<file path="src/logic/logic_cmp_pkg.sv">
// Purpose: Shared constants and types of the logic and compare unit.
// Assumes: 32-bit AXI4-Lite register window with 12 address bits.
// Notes:   Register offsets are byte addresses of aligned words.
package logic_cmp_pkg;
  localparam int          REG_AW       = 12;
  localparam logic [11:0] OFF_CMD      = 12'h000;
  localparam logic [11:0] OFF_ADDR     = 12'h004;
  localparam logic [11:0] OFF_CONST    = 12'h008;
  localparam logic [11:0] OFF_ACC      = 12'h00c;
  localparam logic [11:0] OFF_FLAGS    = 12'h010;
  localparam logic [11:0] OFF_IRQ_STAT = 12'h014;
  localparam logic [11:0] OFF_IRQ_MASK = 12'h018;
  localparam logic [11:0] OFF_MEM_BASE = 12'h100;
  localparam logic [11:0] MEM_WIN_MASK = 12'hf00;

  localparam int CMD_OP_LSB  = 0;
  localparam int CMD_SRC_BIT = 4;

  localparam int FLAG_LT   = 0;
  localparam int FLAG_EQ   = 1;
  localparam int FLAG_GT   = 2;
  localparam int FLAG_ZERO = 3;
  localparam int FLAG_NEG  = 4;
  localparam int FLAG_BUSY = 8;

  localparam int IRQ_W       = 2;
  localparam int IRQ_DONE    = 0;
  localparam int IRQ_REFUSED = 1;

  localparam logic [31:0]      ACC_RST      = 32'h0000_0000;
  localparam logic [IRQ_W-1:0] IRQ_MASK_RST = 2'h0;
  localparam logic [1:0]       RESP_OKAY    = 2'h0;
  localparam logic [1:0]       RESP_SLVERR  = 2'h2;

  typedef enum logic [1:0] {
    or_double_op,
    xor_single_op,
    exclusive_or_double_op,
    compare_single_op
  } op_sel_t;

  typedef enum logic [1:0] {
    st_idle,
    st_fetch_lo,
    st_fetch_hi,
    st_exec
  } state_t;
endpackage

</file>
<file path="src/logic/alu_if.sv">
// Purpose: Carries operands and results between sequencer and datapath.
// Assumes: Purely combinational datapath on the unit side.
// Notes:   The upd_* bits say which flags the current operation drives.
interface alu_if;
  import logic_cmp_pkg::*;
  op_sel_t     op;
  logic [31:0] acc;
  logic [31:0] operand;
  logic [31:0] result;
  logic        less;
  logic        equal;
  logic        greater;
  logic        zero;
  logic        negative;
  logic        upd_zero;
  logic        upd_neg;
  logic        upd_cmp;
  modport core (output op, acc, operand,
                input  result, less, equal, greater, zero, negative,
                       upd_zero, upd_neg, upd_cmp);
  modport unit (input  op, acc, operand,
                output result, less, equal, greater, zero, negative,
                       upd_zero, upd_neg, upd_cmp);
endinterface

</file>
<file path="src/logic/logic_cmp_alu.sv">
// Purpose: Combinational logic and compare datapath.
// Assumes: Operands are stable while the sequencer is in its execute state.
// Notes:   Compare is unsigned on the low halfword.
module logic_cmp_alu
  import logic_cmp_pkg::*;
(
  alu_if.unit bus  // Operands in, result and flags out
);
  always_comb begin
    bus.result   = bus.acc;
    bus.upd_zero = 1'b0;
    bus.upd_neg  = 1'b0;
    bus.upd_cmp  = 1'b0;
    unique case (bus.op)
      or_double_op: begin
        bus.result   = bus.acc | bus.operand;
        bus.upd_zero = 1'b1;
        bus.upd_neg  = 1'b1;
      end
      xor_single_op: begin
        bus.result   = {16'h0000,
                        bus.acc[15:0] ^ bus.operand[15:0]};
        bus.upd_zero = 1'b1;
      end
      exclusive_or_double_op: begin
        bus.result   = bus.acc ^ bus.operand;
        bus.upd_zero = 1'b1;
        bus.upd_neg  = 1'b1;
      end
      compare_single_op: begin
        bus.result   = bus.acc;
        bus.upd_cmp  = 1'b1;
      end
    endcase
  end

  assign bus.zero     = (bus.result == 32'h0000_0000);
  assign bus.negative = bus.result[31];
  assign bus.less     = bus.acc[15:0] <  bus.operand[15:0];
  assign bus.equal    = bus.acc[15:0] == bus.operand[15:0];
  assign bus.greater  = bus.acc[15:0] >  bus.operand[15:0];
endmodule

</file>
<file path="src/logic/logic_cmp_unit.sv">
// Purpose: Accumulator logic and compare unit with AXI4-Lite registers.
// Assumes: One clock, synchronous active-low reset, aligned word access.
// Notes:   MEM_WORDS must be a power of two no larger than 64.
// Function
// - Double OR merges 32-bit operand into accumulator.
// - Double operand from two memory words or constant.
// - Double OR sets zero and negative flags.
// - Single XOR of low halfword with one word.
// - Single XOR sets zero flag on zero result.
// - Double XOR combines full accumulator with operand.
// - Double XOR sets zero and negative flags.
// - Single compare leaves accumulator untouched.
// - Compare sets less, equal or greater flag.
// - Flags hold until an operation rewrites them.
//
// The implementer's own choices: the AXI4-Lite register port and the address map.
module logic_cmp_unit
  import logic_cmp_pkg::*;
#(
  parameter int MEM_WORDS = 16
) (
  input  wire logic              aclk,                 // System clock
  input  wire logic              aresetn,              // Sync reset, low
  input  wire logic [REG_AW-1:0] awaddr,               // Write address
  input  wire logic              awvalid,              // Write addr valid
  output      logic              awready,              // Write addr ready
  input  wire logic [31:0]       wdata,                // Write data
  input  wire logic [3:0]        wstrb,                // Write byte lanes
  input  wire logic              wvalid,               // Write data valid
  output      logic              wready,               // Write data ready
  output      logic [1:0]        bresp,                // Write response
  output      logic              bvalid,               // Response valid
  input  wire logic              bready,               // Response ready
  input  wire logic [REG_AW-1:0] araddr,               // Read address
  input  wire logic              arvalid,              // Read addr valid
  output      logic              arready,              // Read addr ready
  output      logic [31:0]       rdata,                // Read data
  output      logic [1:0]        rresp,                // Read response
  output      logic              rvalid,               // Read data valid
  input  wire logic              rready,               // Read data ready
  output      logic              irq,                  // Level interrupt
  output      logic              less_than_flag,       // Compare below
  output      logic              equal_flag,           // Compare match
  output      logic              greater_than_flag,    // Compare above
  output      logic              zero_result_flag,     // Result is zero
  output      logic              negative_result_flag  // Result msb set
);
  localparam int ADDR_W = $clog2(MEM_WORDS);

  logic [REG_AW-1:0] aw_addr_r;
  logic              aw_have_r;
  logic [31:0]       w_data_r;
  logic [3:0]        w_strb_r;
  logic              w_have_r;
  logic              wr_fire;
  logic              wr_cmd;
  logic              wr_addr;
  logic              wr_const;
  logic              wr_acc;
  logic              wr_stat;
  logic              wr_mask;
  logic              wr_mem;
  logic [31:0]       rd_data;
  logic              rd_err;
  state_t            state_r;
  op_sel_t           op_r;
  op_sel_t           cmd_op;
  logic              cmd_const;
  logic              launch;
  logic              refused;
  logic [ADDR_W-1:0] addr_r;
  logic [ADDR_W-1:0] addr_hi;
  logic [ADDR_W-1:0] mem_addr_r;
  logic [31:0]       const_r;
  logic [31:0]       acc_r;
  logic [31:0]       operand_r;
  logic [15:0]       mem_r [MEM_WORDS];
  logic [15:0]       mem_lo_word;
  logic [15:0]       mem_hi_word;
  logic [IRQ_W-1:0]  irq_status_r;
  logic [IRQ_W-1:0]  irq_mask_r;
  logic [IRQ_W-1:0]  irq_set;
  logic [IRQ_W-1:0]  irq_clr;
  logic              src_const_r;
  logic [31:0]       wr_lanes;
  logic [31:0]       mem_merged;
  logic [31:0]       mask_merged;

  alu_if au ();

  function automatic logic is_double(input op_sel_t o);
    return (o == or_double_op) || (o == exclusive_or_double_op);
  endfunction

  function automatic logic is_mem(input logic [REG_AW-1:0] a);
    return ((a & MEM_WIN_MASK) == OFF_MEM_BASE) &&
           (int'(a[7:2]) < MEM_WORDS);
  endfunction

  function automatic logic [ADDR_W-1:0] mem_idx(input logic [REG_AW-1:0] a);
    return a[ADDR_W+1:2];
  endfunction

  function automatic logic reg_hit(input logic [REG_AW-1:0] a);
    return is_mem(a) || a == OFF_CMD || a == OFF_ADDR || a == OFF_CONST ||
           a == OFF_ACC || a == OFF_FLAGS || a == OFF_IRQ_STAT ||
           a == OFF_IRQ_MASK;
  endfunction

  function automatic logic [31:0] merge(input logic [31:0] old,
                                        input logic [31:0] nw,
                                        input logic [3:0]  s);
    logic [31:0] m;
    m = old;
    for (int i = 0; i < 4; i++) begin
      if (s[i]) begin
        m[8*i +: 8] = nw[8*i +: 8];
      end
    end
    return m;
  endfunction

  // Address and data are taken in either order; the write happens once
  // both are held and no response is pending.
  assign wr_fire   = aw_have_r && w_have_r && !bvalid;
  assign wr_cmd    = wr_fire && aw_addr_r == OFF_CMD && w_strb_r[0];
  assign wr_addr   = wr_fire && aw_addr_r == OFF_ADDR;
  assign wr_const  = wr_fire && aw_addr_r == OFF_CONST;
  assign wr_acc    = wr_fire && aw_addr_r == OFF_ACC;
  assign wr_stat   = wr_fire && aw_addr_r == OFF_IRQ_STAT;
  assign wr_mask   = wr_fire && aw_addr_r == OFF_IRQ_MASK;
  assign wr_mem    = wr_fire && is_mem(aw_addr_r);

  assign cmd_op    = op_sel_t'(w_data_r[CMD_OP_LSB +: 2]);
  assign cmd_const = w_data_r[CMD_SRC_BIT] && is_double(cmd_op);
  assign launch    = wr_cmd && state_r == st_idle;
  assign refused   = wr_cmd && state_r != st_idle;

  assign addr_hi     = ADDR_W'(addr_r + 1'b1);
  assign mem_lo_word = mem_r[addr_r];
  assign mem_hi_word = mem_r[addr_hi];
  assign wr_lanes    = merge(32'h0000_0000, w_data_r, w_strb_r);
  assign mem_merged  = merge({16'h0000, mem_r[mem_idx(aw_addr_r)]},
                             w_data_r, w_strb_r);
  assign mask_merged = merge({{(32-IRQ_W){1'b0}}, irq_mask_r},
                             w_data_r, w_strb_r);

  assign au.op      = op_r;
  assign au.acc     = acc_r;
  assign au.operand = operand_r;

  logic_cmp_alu u_alu (
    .bus (au.unit)
  );

  always_ff @(posedge aclk) begin
    if (!aresetn) begin
      awready   <= 1'b0;
      aw_have_r <= 1'b0;
      aw_addr_r <= '0;
      wready    <= 1'b0;
      w_have_r  <= 1'b0;
      w_data_r  <= 32'h0000_0000;
      w_strb_r  <= 4'h0;
      bvalid    <= 1'b0;
      bresp     <= RESP_OKAY;
    end else begin
      if (awready && awvalid) begin
        aw_have_r <= 1'b1;
        aw_addr_r <= awaddr;
        awready   <= 1'b0;
      end else if (!aw_have_r && !bvalid) begin
        awready   <= 1'b1;
      end
      if (wready && wvalid) begin
        w_have_r <= 1'b1;
        w_data_r <= wdata;
        w_strb_r <= wstrb;
        wready   <= 1'b0;
      end else if (!w_have_r && !bvalid) begin
        wready   <= 1'b1;
      end
      if (wr_fire) begin
        aw_have_r <= 1'b0;
        w_have_r  <= 1'b0;
        bvalid    <= 1'b1;
        bresp     <= reg_hit(aw_addr_r) ? RESP_OKAY : RESP_SLVERR;
      end else if (bvalid && bready) begin
        bvalid    <= 1'b0;
      end
    end
  end

  always_comb begin
    rd_data = 32'h0000_0000;
    rd_err  = !reg_hit(araddr);
    if (is_mem(araddr)) begin
      rd_data[15:0] = mem_r[mem_idx(araddr)];
    end else begin
      case (araddr)
        OFF_CMD: begin
          rd_data[CMD_OP_LSB +: 2] = op_r;
          rd_data[CMD_SRC_BIT]     = src_const_r;
        end
        OFF_ADDR:     rd_data[ADDR_W-1:0] = mem_addr_r;
        OFF_CONST:    rd_data = const_r;
        OFF_ACC:      rd_data = acc_r;
        OFF_FLAGS: begin
          rd_data[FLAG_LT]   = less_than_flag;
          rd_data[FLAG_EQ]   = equal_flag;
          rd_data[FLAG_GT]   = greater_than_flag;
          rd_data[FLAG_ZERO] = zero_result_flag;
          rd_data[FLAG_NEG]  = negative_result_flag;
          rd_data[FLAG_BUSY] = state_r != st_idle;
        end
        OFF_IRQ_STAT: rd_data[IRQ_W-1:0] = irq_status_r;
        OFF_IRQ_MASK: rd_data[IRQ_W-1:0] = irq_mask_r;
        default:      rd_data = 32'h0000_0000;
      endcase
    end
  end

  always_ff @(posedge aclk) begin
    if (!aresetn) begin
      arready <= 1'b0;
      rvalid  <= 1'b0;
      rdata   <= 32'h0000_0000;
      rresp   <= RESP_OKAY;
    end else if (arready && arvalid) begin
      arready <= 1'b0;
      rvalid  <= 1'b1;
      rdata   <= rd_data;
      rresp   <= rd_err ? RESP_SLVERR : RESP_OKAY;
    end else if (rvalid && rready) begin
      rvalid  <= 1'b0;
    end else if (!rvalid) begin
      arready <= 1'b1;
    end
  end

  always_ff @(posedge aclk) begin
    if (!aresetn) begin
      state_r     <= st_idle;
      op_r        <= or_double_op;
      src_const_r <= 1'b0;
      addr_r      <= '0;
    end else begin
      unique case (state_r)
        st_idle: begin
          if (launch) begin
            op_r        <= cmd_op;
            src_const_r <= cmd_const;
            addr_r      <= mem_addr_r;
            state_r     <= cmd_const ? st_exec : st_fetch_lo;
          end
        end
        st_fetch_lo: state_r <= is_double(op_r) ? st_fetch_hi : st_exec;
        st_fetch_hi: state_r <= st_exec;
        st_exec:     state_r <= st_idle;
      endcase
    end
  end

  // Single-width operations always take their operand from memory.
  always_ff @(posedge aclk) begin
    if (!aresetn) begin
      operand_r <= 32'h0000_0000;
    end else if (launch && cmd_const) begin
      operand_r <= const_r;
    end else if (state_r == st_fetch_lo) begin
      operand_r <= {16'h0000, mem_lo_word};
    end else if (state_r == st_fetch_hi) begin
      operand_r[31:16] <= mem_hi_word;
    end
  end

  always_ff @(posedge aclk) begin
    if (!aresetn) begin
      acc_r <= ACC_RST;
    end else if (state_r == st_exec) begin
      acc_r <= au.result;
    end else if (wr_acc && state_r == st_idle) begin
      acc_r <= merge(acc_r, w_data_r, w_strb_r);
    end
  end

  always_ff @(posedge aclk) begin
    if (!aresetn) begin
      less_than_flag       <= 1'b0;
      equal_flag           <= 1'b0;
      greater_than_flag    <= 1'b0;
      zero_result_flag     <= 1'b0;
      negative_result_flag <= 1'b0;
    end else if (state_r == st_exec) begin
      if (au.upd_cmp) begin
        less_than_flag    <= au.less;
        equal_flag        <= au.equal;
        greater_than_flag <= au.greater;
      end
      if (au.upd_zero) begin
        zero_result_flag <= au.zero;
      end
      if (au.upd_neg) begin
        negative_result_flag <= au.negative;
      end
    end
  end

  always_ff @(posedge aclk) begin
    if (!aresetn) begin
      for (int i = 0; i < MEM_WORDS; i++) begin
        mem_r[i] <= 16'h0000;
      end
    end else if (wr_mem) begin
      mem_r[mem_idx(aw_addr_r)] <= mem_merged[15:0];
    end
  end

  always_ff @(posedge aclk) begin
    if (!aresetn) begin
      mem_addr_r <= '0;
      const_r    <= 32'h0000_0000;
      irq_mask_r <= IRQ_MASK_RST;
    end else begin
      if (wr_addr) begin
        mem_addr_r <= wr_lanes[ADDR_W-1:0];
      end
      if (wr_const) begin
        const_r <= merge(const_r, w_data_r, w_strb_r);
      end
      if (wr_mask) begin
        irq_mask_r <= mask_merged[IRQ_W-1:0];
      end
    end
  end

  // A new event in the clearing cycle survives the write-one-to-clear.
  assign irq_set[IRQ_DONE]    = state_r == st_exec;
  assign irq_set[IRQ_REFUSED] = refused;
  assign irq_clr = wr_stat ? wr_lanes[IRQ_W-1:0] : '0;

  always_ff @(posedge aclk) begin
    if (!aresetn) begin
      irq_status_r <= '0;
      irq          <= 1'b0;
    end else begin
      irq_status_r <= (irq_status_r & ~irq_clr) | irq_set;
      irq          <= |(irq_status_r & irq_mask_r);
    end
  end
endmodule

</file>
<file path="config.mk">
export PLATFORM = sky130hd
export DESIGN_NAME = logic_cmp_unit
export DESIGN_NICKNAME = d
export VERILOG_FILES = /design/src/logic/logic_cmp_pkg.sv /design/src/logic/alu_if.sv /design/src/logic/logic_cmp_alu.sv /design/src/logic/logic_cmp_unit.sv
export SDC_FILE = /design/constraint.sdc
export NUM_CORES = 1
export LEC_CHECK = 0
export BUFFER_PORTS_ARGS = -buffer_cell sky130_fd_sc_hd__buf_2
export CAP_MARGIN = 20
export CORE_MARGIN = 2
export CORE_UTILIZATION = 50
export DETAILED_ROUTE_END_ITERATION = 8
export HOLD_SLACK_MARGIN = 0.1
export PLACE_DENSITY = 0.76
export SYNTH_ARGS = -nofsm -noshare
export SYNTH_HDL_FRONTEND = slang
export SYNTH_HIERARCHICAL = 1
export SYNTH_SLANG_ARGS = --single-unit
</file>
<file path="constraint.sdc">
create_clock -name aclk -period 2.5 [get_ports aclk]
set_input_delay 0.125 -clock aclk [delete_from_list [all_inputs] [get_ports aclk]]
set_output_delay 0.125 -clock aclk [all_outputs]
set_load 0.1 [all_outputs]
</file>
# Yosys cells after proc, flatten, opt, wreduce, memory -nomap -nowiden
# Memories as Yosys holds them, arrays and structs flattened. A register that Yosys moved wholly into a read port is not among the register bits.
# Index checks and enable logic that the tools add are counted.
[word_totals] reg_bits=210 out_inout_bits=47 wordCells=205 ram_bits=256 n_memories=1 input_bits=67
[classes] n_bitwise=10 n_eq_ne=25 n_mux=45 addsub=1 reduce_logical=83 magnitude_cmp=4
[mem_list] name="mem_r" depth=16 width=16 rd=3 rd_ports_with_merged_regs=1 write_ports=16 line="logic_cmp_unit.sv:77" text="logic [15:0] mem_r [MEM_WORDS];"
[op_table] op="case mux 32 bit (4 select lines)" n=1
[op_table] op="2-to-1 mux 16 bit" n=6
[op_table] op="2-to-1 mux 32 bit" n=3
[op_table] op="equality test 12 x 5 -> 1 bit (second input constant)" n=6
[op_table] op="equality test 12 x 4 -> 1 bit (second input constant)" n=4
[op_table] op="2-to-1 mux 8 bit" n=6
[op_table] op="case mux 23 bit (2 select lines)" n=1
[op_table] op="logical NOT 32 bit" n=1
[op_table] op="bitwise OR 32 bit" n=1
[op_table] op="AND reduction 2 bit" n=16
[op_table] op="XOR 32 bit" n=1
[op_table] op="equality test 12 x 3 -> 1 bit (second input constant)" n=2
[op_table] op="logical AND 1 bit" n=24
[op_table] op="logical NOT 12 bit" n=2
[op_table] op="nonzero test 2 bit" n=9
[op_table] op="equality test 16 bit" n=1
[op_table] op="greater-than comparator 16 bit" n=1
[op_table] op="logical OR 1 bit" n=16
[op_table] op="less-than comparator 16 bit" n=1
[op_table] op="2-to-1 mux 4 bit" n=4
[op_table] op="case mux 2 bit (4 select lines)" n=2
[op_table] op="OR reduction 16 bit" n=1
[op_table] op="XOR 16 bit" n=1
[op_table] op="case mux 2 bit (7 select lines)" n=1
[op_table] op="other kinds (21)" n=57

# Logic depth before layout (Yosys ltp)
# Gate-level depths: netlist of run 1.
[depth] word_depth=10 ltp_mapped=11 depth_no_buf=9

# Hierarchy
# Netlist of run 1, hierarchy kept.
[modules_own_cells] module="logic_cmp_unit" seq_area_each_um2=11931.4 cells_each=2091 area_each_um2=24390.9 instances=1
[modules_own_cells] module="logic_cmp_alu" seq_area_each_um2=0.0 cells_each=300 area_each_um2=2077.0 instances=1

# Worst setup path before layout of run 1
# OpenSTA, ideal clock, no wires.
[synth_path] path_type="register to register" from="register bvalid" to="memory mem_r[11][0] (enable)" t_arrival_ps=2340 required_time_ps=2116 path_slack_ps=-224 path_stages_with_launch=5 setup_time_ps=384 path_cell_list="dfxtp_1 > nand4b_1 > nor4_2 > nand3_1 > o21ai_0"
[synth_rtl] element="start: declaration" line="logic_cmp_unit.sv:32" text="output logic bvalid,"
[synth_rtl] element="start signal: assignment" line="logic_cmp_unit.sv:165" text="bvalid <= 1'b0;"
[synth_rtl] element="start signal: assignment" line="logic_cmp_unit.sv:186" text="bvalid <= 1'b1;"
[synth_rtl] element="start signal: assignment" line="logic_cmp_unit.sv:189" text="bvalid <= 1'b0;"
[synth_rtl] element="end: declaration" line="logic_cmp_unit.sv:77"

# Worst setup path after layout of run 1
[layout_path] from="register addr_r[0]" to="register operand_r[19], in the netlist au.operand[19]"
[layout_between] elab_chain_cells=5
[layout_rtl] element="start: declaration" line="logic_cmp_unit.sv:71" text="logic [ADDR_W-1:0] addr_r;"
[layout_rtl] element="start signal: assignment" line="logic_cmp_unit.sv:253" text="addr_r <= mem_addr_r;"
[layout_rtl] element="adder 4 x 1 -> 4 bit" line="logic_cmp_unit.sv:139" text="assign addr_hi = ADDR_W'(addr_r + 1'b1);"
[layout_rtl] element="memory (16 x 16 bit)"
[layout_rtl] element="2-to-1 mux 16 bit" line="logic_cmp_unit.sv:272" text="end else if (state_r == st_fetch_hi) begin"
[layout_rtl] element="2-to-1 mux 16 bit" line="logic_cmp_unit.sv:270" text="end else if (state_r == st_fetch_lo) begin"
[layout_rtl] element="2-to-1 mux 32 bit" line="logic_cmp_unit.sv:268" text="end else if (launch && cmd_const) begin"
[layout_rtl] element="end signal: assignment" line="logic_cmp_unit.sv:269" text="operand_r <= const_r;"
[layout_rtl] element="end signal: assignment" line="logic_cmp_unit.sv:271" text="operand_r <= {16'h0000, mem_lo_word};"
[layout_rtl] element="end signal: assignment" line="logic_cmp_unit.sv:273" text="operand_r[31:16] <= mem_hi_word;"
[layout_rtl] element="end: declaration" line="logic_cmp_unit.sv:76" text="logic [31:0] operand_r;"
# Every way passes these cells. The select of a mux whose other input is x is not followed.
# A chain may end at the register's enable or synchronous reset.

==> metrics.cfg, run 1 <==
[critical_path]
crit_type=reg -> reg
path_max_fanout=11
rr_endpoint=au.operand[19]
slowest_delay_ps=400
cpMaxStageDelayCell=mux2i_1
r2r_start=addr_r[0]
crit_path_start_kind=flop
arrival_ps=2950
reg2reg_depth=8
end_kind=flop
required_ps=2960
r2r_slack_ps=10
crit_chain=ha_4, buf_4, mux4_2, mux2i_1, buf_4, nand3_1, nand3_1, a21oi_1

[timing]
period_share=0.995
slew_headroom=0.241
timing_hold_violations_final=0
finalSetupViolCount=0
drv_slew=0
holdWs_ps=183
skew_ps=45.7
period_needed_ps=2490
grt_setup_unrepaired=false
timing.fmax_ghz=0.402
worst_slew_pin_slew_ps=1140

[yosys]
synth_most_common_cell=and2_1
avgSynthCellArea_um2=11.1
async_flop_share=0
synthAdderAreaFrac=0.0255
synth_cell_type_count=73
ys_dominant_reg_cell=edfxtp_1
syn_area_mm2=0.0265
synthTopCellsByArea=edfxtp_1 29%, mux4_2 17%, dfxtp_1 16%
yosys.area.top_type=edfxtp_1
yosysWarningCount=6
netlist_top_cells_count=271 x and2_1, 256 x edfxtp_1, 254 x nand2_1, 212 x dfxtp_1
ys_seq_area_frac=0.451
synth-simple-area-share=0.148
synth_compound_area_frac=0.109
synth-seq-cells=468
synth_edf_count=256
synth_top_family_by_area=multiplexers
synth_mux_area_frac=0.221
synth_top_area_frac=0.290
synthCells=2391
synth_xor_xnor_area_share=0.00165

[hold_path]
min_path_type=in -> reg
min_path_cells=5
hold-path-endpoint=rresp[1]
hold_path.startpoint=araddr[6]

[run_status]
status=finished clean

[global_route]
grt_util_all_layers=0.318
grt_pass1_vias=20500
grt_max_degree=87
grt_pass1_wl_mm=129
antenna_found_initial=2
grt_overflow_total=0

[final_layout]
drive_gt1_frac=0.231
fin_util=0.586
nFillCells=4137
finalInstanceArea_mm2=0.0307
area_growth_pct=16.1
nets=2690

[place]
dp_hpwl_mm=60.9
dpl_cell_area_mm2=0.0284
portBuffers=111
gp_congestion=0.966

[cts]
cts_root_buffer=clkbuf_16
cts-htree-levels=2
cts_tree=done
clock_latency_ps=620
clkSinkCount=468
clockBufferDepth=3
cts-buffers-inserted=50
clk_pin_slew_ps=60

[floorplanning]
core_mm2=0.0524
row_count=84
die-area_mm2=0.0548
dieWidth_um=234
ioPinCount=114
die_h_um=234
start_util=0.505

[pwr]
powerDensity_mw_per_mm2=680
irDropWorstVdd_mv=0.527
p_leak_nw=11.1

[drt]
wl_mm=87.2
firstDrtPassIters=6
dr.first_iter.drc_count=2833
wl_per_cell_um=26.4
via_count=21500
drc=0
ant_nets=0
viasPerCell=6.50

[run]
maxCapViolCount=0

-- through the flow --
| step | cells | total power [mW] | TNS, ps | worst slack (ps) |
|---|---|---|---|---|
| floorplan | 2392 | 11.7 | -12060 | -179 |
| global placement | 3142 | 13.3 | -10400 | -236 |
| detailed placement | 3142 | 13.4 | -7190 | -165 |
| CTS | 3297 | 20.8 | -60.8 | -10.6 |
| global route | 3298 | 21.6 | 0 | 14.0 |
| finish | 3303 | 20.9 | 0 | 12.5 |
-- timing repair --
item / CTS / global route
endpoints found under the hold margin: 65 / 0
pin swaps: 0 / 2
setup buffers: 0 / 1
endpoints found under the setup margin: 270 / 234
gates resized for setup: 4 / 16
hold buffers: 62 / 0
-- power breakdown --
part,switching [mW],total [mW],leakage (nW),internal [mW]
clock network,3.18,7.40,0.783,4.22
logic,2.74,4.50,5.93,1.76
registers,0.464,9.01,4.36,8.54
-- kinds of logic (layout without fill, tap and decap cells) --
group,Yosys count,in the layout
adders and majority gates,54,54
xor gates and xnor gates,5,5
muxes,332,332
buffers and inverters,282,500
AOI/OAI and AO/OA,490,490
and+or+nand+nor,759,759
other,1,7
DFF,468,468
-- final cells by class --
cell class	instances	area [um2]	area share
tap	688	861	0.0280
clock inverter	28	251	0.00818
inverter	89	337	0.0110
sequential	468	11900	0.389
clock buffer	65	1350	0.0439
antenna	5	12.5	0.000407
timing repair buffer	318	2440	0.0796
multi-input combinational	1642	13500	0.440
-- worst max-delay path, delay by kind of cell (launching register included) --
kind | cells | cell delay, ps
mux | 2 | 760
compound gates | 1 | 110
simple gates | 2 | 330
fa+ha+maj | 1 | 330
buf+inv | 2 | 440
flops | 1 | 360
-- registers in the layout, summed over array words and instances (netlist names), 4 cells and up, named ones only --
register / cells
acc_r: 32
addr_r: 4
au.operand: 32
aw_addr_r: 12
const_r: 32
mem_addr_r: 4
mem_r: 256
rdata: 32
w_data_r: 32
w_strb_r: 4
-- cells in the final DEF (no fill, tap or decap), types with 7 or more instances in the layout --
master | synthesis | routed
nor2b_1 | 13 | 13
a31oi_1 | 23 | 23
buf_4 | 5 | 133
o22ai_1 | 9 | 9
buf_2 | 53 | 109
and2_1 | 271 | 271
clkinv_1 | 1 | 7
nand2_1 | 254 | 252
buf_12 | 0 | 14
mux2_2 | 18 | 18
a211oi_1 | 16 | 16
clkbuf_1 | 116 | 12
mux4_2 | 199 | 199
dlygate4sd3_1 | 0 | 62
o31ai_1 | 7 | 7
edfxtp_1 | 256 | 256
inv_1 | 88 | 87
nand2b_1 | 8 | 8
clkinv_2 | 0 | 12
a221oi_1 | 9 | 9
o21ai_0 | 116 | 94
nand3_1 | 56 | 56
o211ai_1 | 17 | 17
a22oi_1 | 59 | 59
clkbuf_16 | 0 | 51
ha_1 | 54 | 53
a21oi_1 | 199 | 198
nand4_1 | 7 | 7
mux2i_1 | 113 | 113
o21ai_1 | 8 | 22
nor3_1 | 10 | 10
dfxtp_1 | 212 | 206
nor2_1 | 93 | 89
-- worst max path at each step --
stage | start | cells past startpoint | endpoint
after floorplan | bvalid | 4 | mem_r[10][0]
after global placement | aw_addr_r[3] | 5 | mem_r[2][0]
after detailed placement | aw_addr_r[11] | 5 | mem_r[4][3]
after CTS | aw_addr_r[11] | 5 | mem_r[2][5]
after global routing | aw_addr_r[8] | 6 | mem_r[10][8]
final | addr_r[0] | 8 | au.operand[19]
-- metal layers --
| layer | vias to the layer above | global-route usage | routed length [um] |
|---|---|---|---|
| met2 | 1493 | 0.490 | 39600 |
| met5 | - | 0 | 13 |
| met4 | 2 | 0.170 | 5200 |
| li1 | 9192 | - | - |
| met1 | 10500 | 0.417 | 32500 |
| met3 | 308 | 0.0741 | 9800 |
Note: power is estimated with default switching activity, not from simulation.
==> run 2, diff against run 1 <==
- PLACE_DENSITY: 0.76 -> 0.74
- clock period: 2.5 -> 3.05 ns (I/O delays scaled with it)
==> run 2 against run 1 <==
Highest routed layer is now met4. Largest cell class unchanged. Design area decreased by 1.6%. Non-clock buffer count decreased by 37. Utilization decreased by 0.97 points. Critical path depth decreased by 3. Register-to-register slack improved by 280 ps. Global-route usage decreased by 0.64 points. Routed wire length decreased by 1.8%.
==> metrics.cfg, run 2 (same netlist as run 1, synthesis figures left out) <==
[final_layout]
fin_util=0.576  ; -0.00966
layout_commonest_cell=and2_1
nets=2653  ; -1.4%
largest_register_ffs=256  ; unchanged
finalInstanceArea_mm2=0.0302  ; -1.6%
final_cell_mix=271 x and2_1, 256 x edfxtp_1, 254 x nand2_1
instances_no_fill=3259  ; -1.3%
antennaDiodeCount=0  ; -5
area_growth_pct=14.2
drive_gt1_frac=0.211  ; -0.0198
top_register=mem_r
nFillCells=4153  ; +0.39%

[pwr]
pwr-share-seq=0.441  ; +0.010
p_leak_nw=10.8  ; -2.5%
pwr-share-clk=0.352  ; -0.002
irDropWorstVdd_mv=0.402  ; -24%
p_sw_frac=0.307  ; +0.00211
powerDensity_mw_per_mm2=556  ; -18%
p_int_mw=11.6  ; -20%
p_sw_mw=5.16  ; -19%
combPwrFrac=0.207  ; -0.008
power.total_mw=16.8  ; -20%

[timing]
worst_slew_pin_slew_ps=1170  ; +35.1 ps
timing.fmax_ghz=0.363  ; -9.7%
holdWs_ps=166  ; -17.6 ps
timing_hold_violations_final=0  ; unchanged
skew_ps=51.0  ; +5.24 ps
tns_ps=0  ; unchanged
setup_ws_ps=297  ; +284 ps
drv_slew=0  ; unchanged
finalSetupViolCount=0  ; unchanged
period_share=0.903  ; -0.0923
grt_setup_unrepaired=false
slew_headroom=0.217  ; -0.0234
period_needed_ps=2750  ; +266 ps

[drt]
firstDrtPassIters=7  ; +1
dr.first_iter.drc_count=2923  ; +3.2%
drc=0  ; unchanged
viasPerCell=6.56  ; +0.92%
ant_nets=0  ; unchanged
via_count=21400  ; -0.42%
wl_per_cell_um=26.3  ; -0.50%
wl_mm=85.6  ; -1.8%

[run_status]
status=finished clean

[global_route]
grt_pass1_vias=20500  ; -0.093%
grt_util_all_layers=0.311  ; -0.00644
grt_pass1_wl_mm=127  ; -1.5%
grt_max_degree=67  ; -23%
antenna_found_initial=1  ; -1
grt_overflow_total=0  ; unchanged

[critical_path]
required_ps=3350  ; +390 ps
cpMaxStageDelayCell=nor4_4
r2r_slack_ps=300  ; +280 ps
path_buf_inv=1  ; -1
rr_endpoint=mem_r[11][9]
path_delay_family=simple AND/OR/NAND/NOR gates
crit_type=reg -> reg
end_kind=flop
crit_chain=or3_1, nor4_4, nand3_1, o21ai_0, buf_4
arrival_ps=3060  ; +110 ps
crit_path_start_kind=flop
path_max_fanout=8  ; -3
reg2reg_depth=5  ; -3
r2r_start=aw_addr_r[11]
slowest_delay_ps=590  ; +190 ps

[cts]
clock_latency_ps=630  ; about the same
clkSinkCount=468  ; unchanged
post_cts_buffers=0  ; unchanged
cts_root_buffer=clkbuf_16
cts-htree-levels=2  ; unchanged
clockBufferDepth=3  ; unchanged
clk_pin_slew_ps=60  ; about the same
cts-buffers-inserted=50  ; unchanged
cts_tree=done

[hold_path]
hold-path-endpoint=rdata[5]
min_path_cells=4  ; -1
min_path_type=in -> reg
hold_path.startpoint=aresetn

[floorplanning]
die-area_mm2=0.0548  ; unchanged
die_h_um=234  ; unchanged
row_count=84  ; unchanged
dieWidth_um=234  ; unchanged
core_mm2=0.0524  ; unchanged
ioPinCount=114  ; unchanged
start_util=0.505  ; unchanged

[place]
place_inst=3105  ; -1.2%
portBuffers=111  ; unchanged
dpl_cell_area_mm2=0.0280  ; -1.4%
gp_congestion=0.968  ; +0.19%
dp_hpwl_mm=60.2  ; -1.0%
post-place-ws_ps=202  ; +367 ps

[run]
maxCapViolCount=0  ; unchanged

-- run 2: cell types whose count changed in the layout (fill, tap and decap cells not counted), moves of 5 or more --
cell	change
clkinv_2	-5
o21ai_2	-5
buf_4	-31
o21ai_1	-14
o21ai_0	+22
buf_12	-7
diode_2	-5
-- run 2: worst max-delay path by stage --
stage	start	endpoint	slack, ps	depth (start not counted)
global route	aw_addr_r[11]	mem_r[7][8]	170	5
global placement	aw_addr_r[11]	mem_r[11][10]	210	5
finish	aw_addr_r[11]	mem_r[11][9]	300	5
floorplan	bvalid	mem_r[11][0]	330	4
detailed placement	aw_addr_r[11]	mem_r[11][11]	200	5
CTS	aw_addr_r[11]	mem_r[11][8]	170	5
-- run 2: worst reg2reg max path: cells and delay by family, from the launching register on --
kind	cells	cell delay (ps)
buffers and inverters	1	240
flip-flops	1	320
AO/OA/AOI/OAI	1	280
AND/OR/NAND/NOR	3	1590
-- run 2: power by group through the flow --
stage          logic, mW  registers (mW)  clock network [mW]
2_1_floorplan       2.23            7.37                   0
3_3_place_gp        3.20            7.49                   0
3_5_place_dp        3.29            7.51                   0
4_1_cts             3.36            7.38                5.94
5_1_grt             3.71            7.43                6.18
6_report            3.47            7.40                5.92
-- run 2: what timing repair did --
action / 4_1_cts / 5_1_grt
gates resized for setup: 0 / 1
hold buffers: 61 / 1
endpoints found under the setup margin: 0 / 122
endpoints found under the hold margin: 55 / 4
-- run 2: metal layers --
layer,up-vias,routed length [um],global-route usage
li1,9111,-,-
met1,10500,31400,0.406
met2,1472,39600,0.492
met3,277,10100,0.0731
met4,0,4550,0.147
met5,-,0,0
-- run 2: area by class of cell --
class / instances / area [um2] / share of cell area
Multi-Input combinational cell: 1642 / 13400 / 0.444
Sequential cell: 468 / 11900 / 0.395
Timing Repair Buffer: 281 / 2100 / 0.0695
Clock buffer: 64 / 1340 / 0.0442
Tap cell: 688 / 861 / 0.0285
Inverter: 89 / 337 / 0.0111
Clock inverter: 27 / 215 / 0.00712
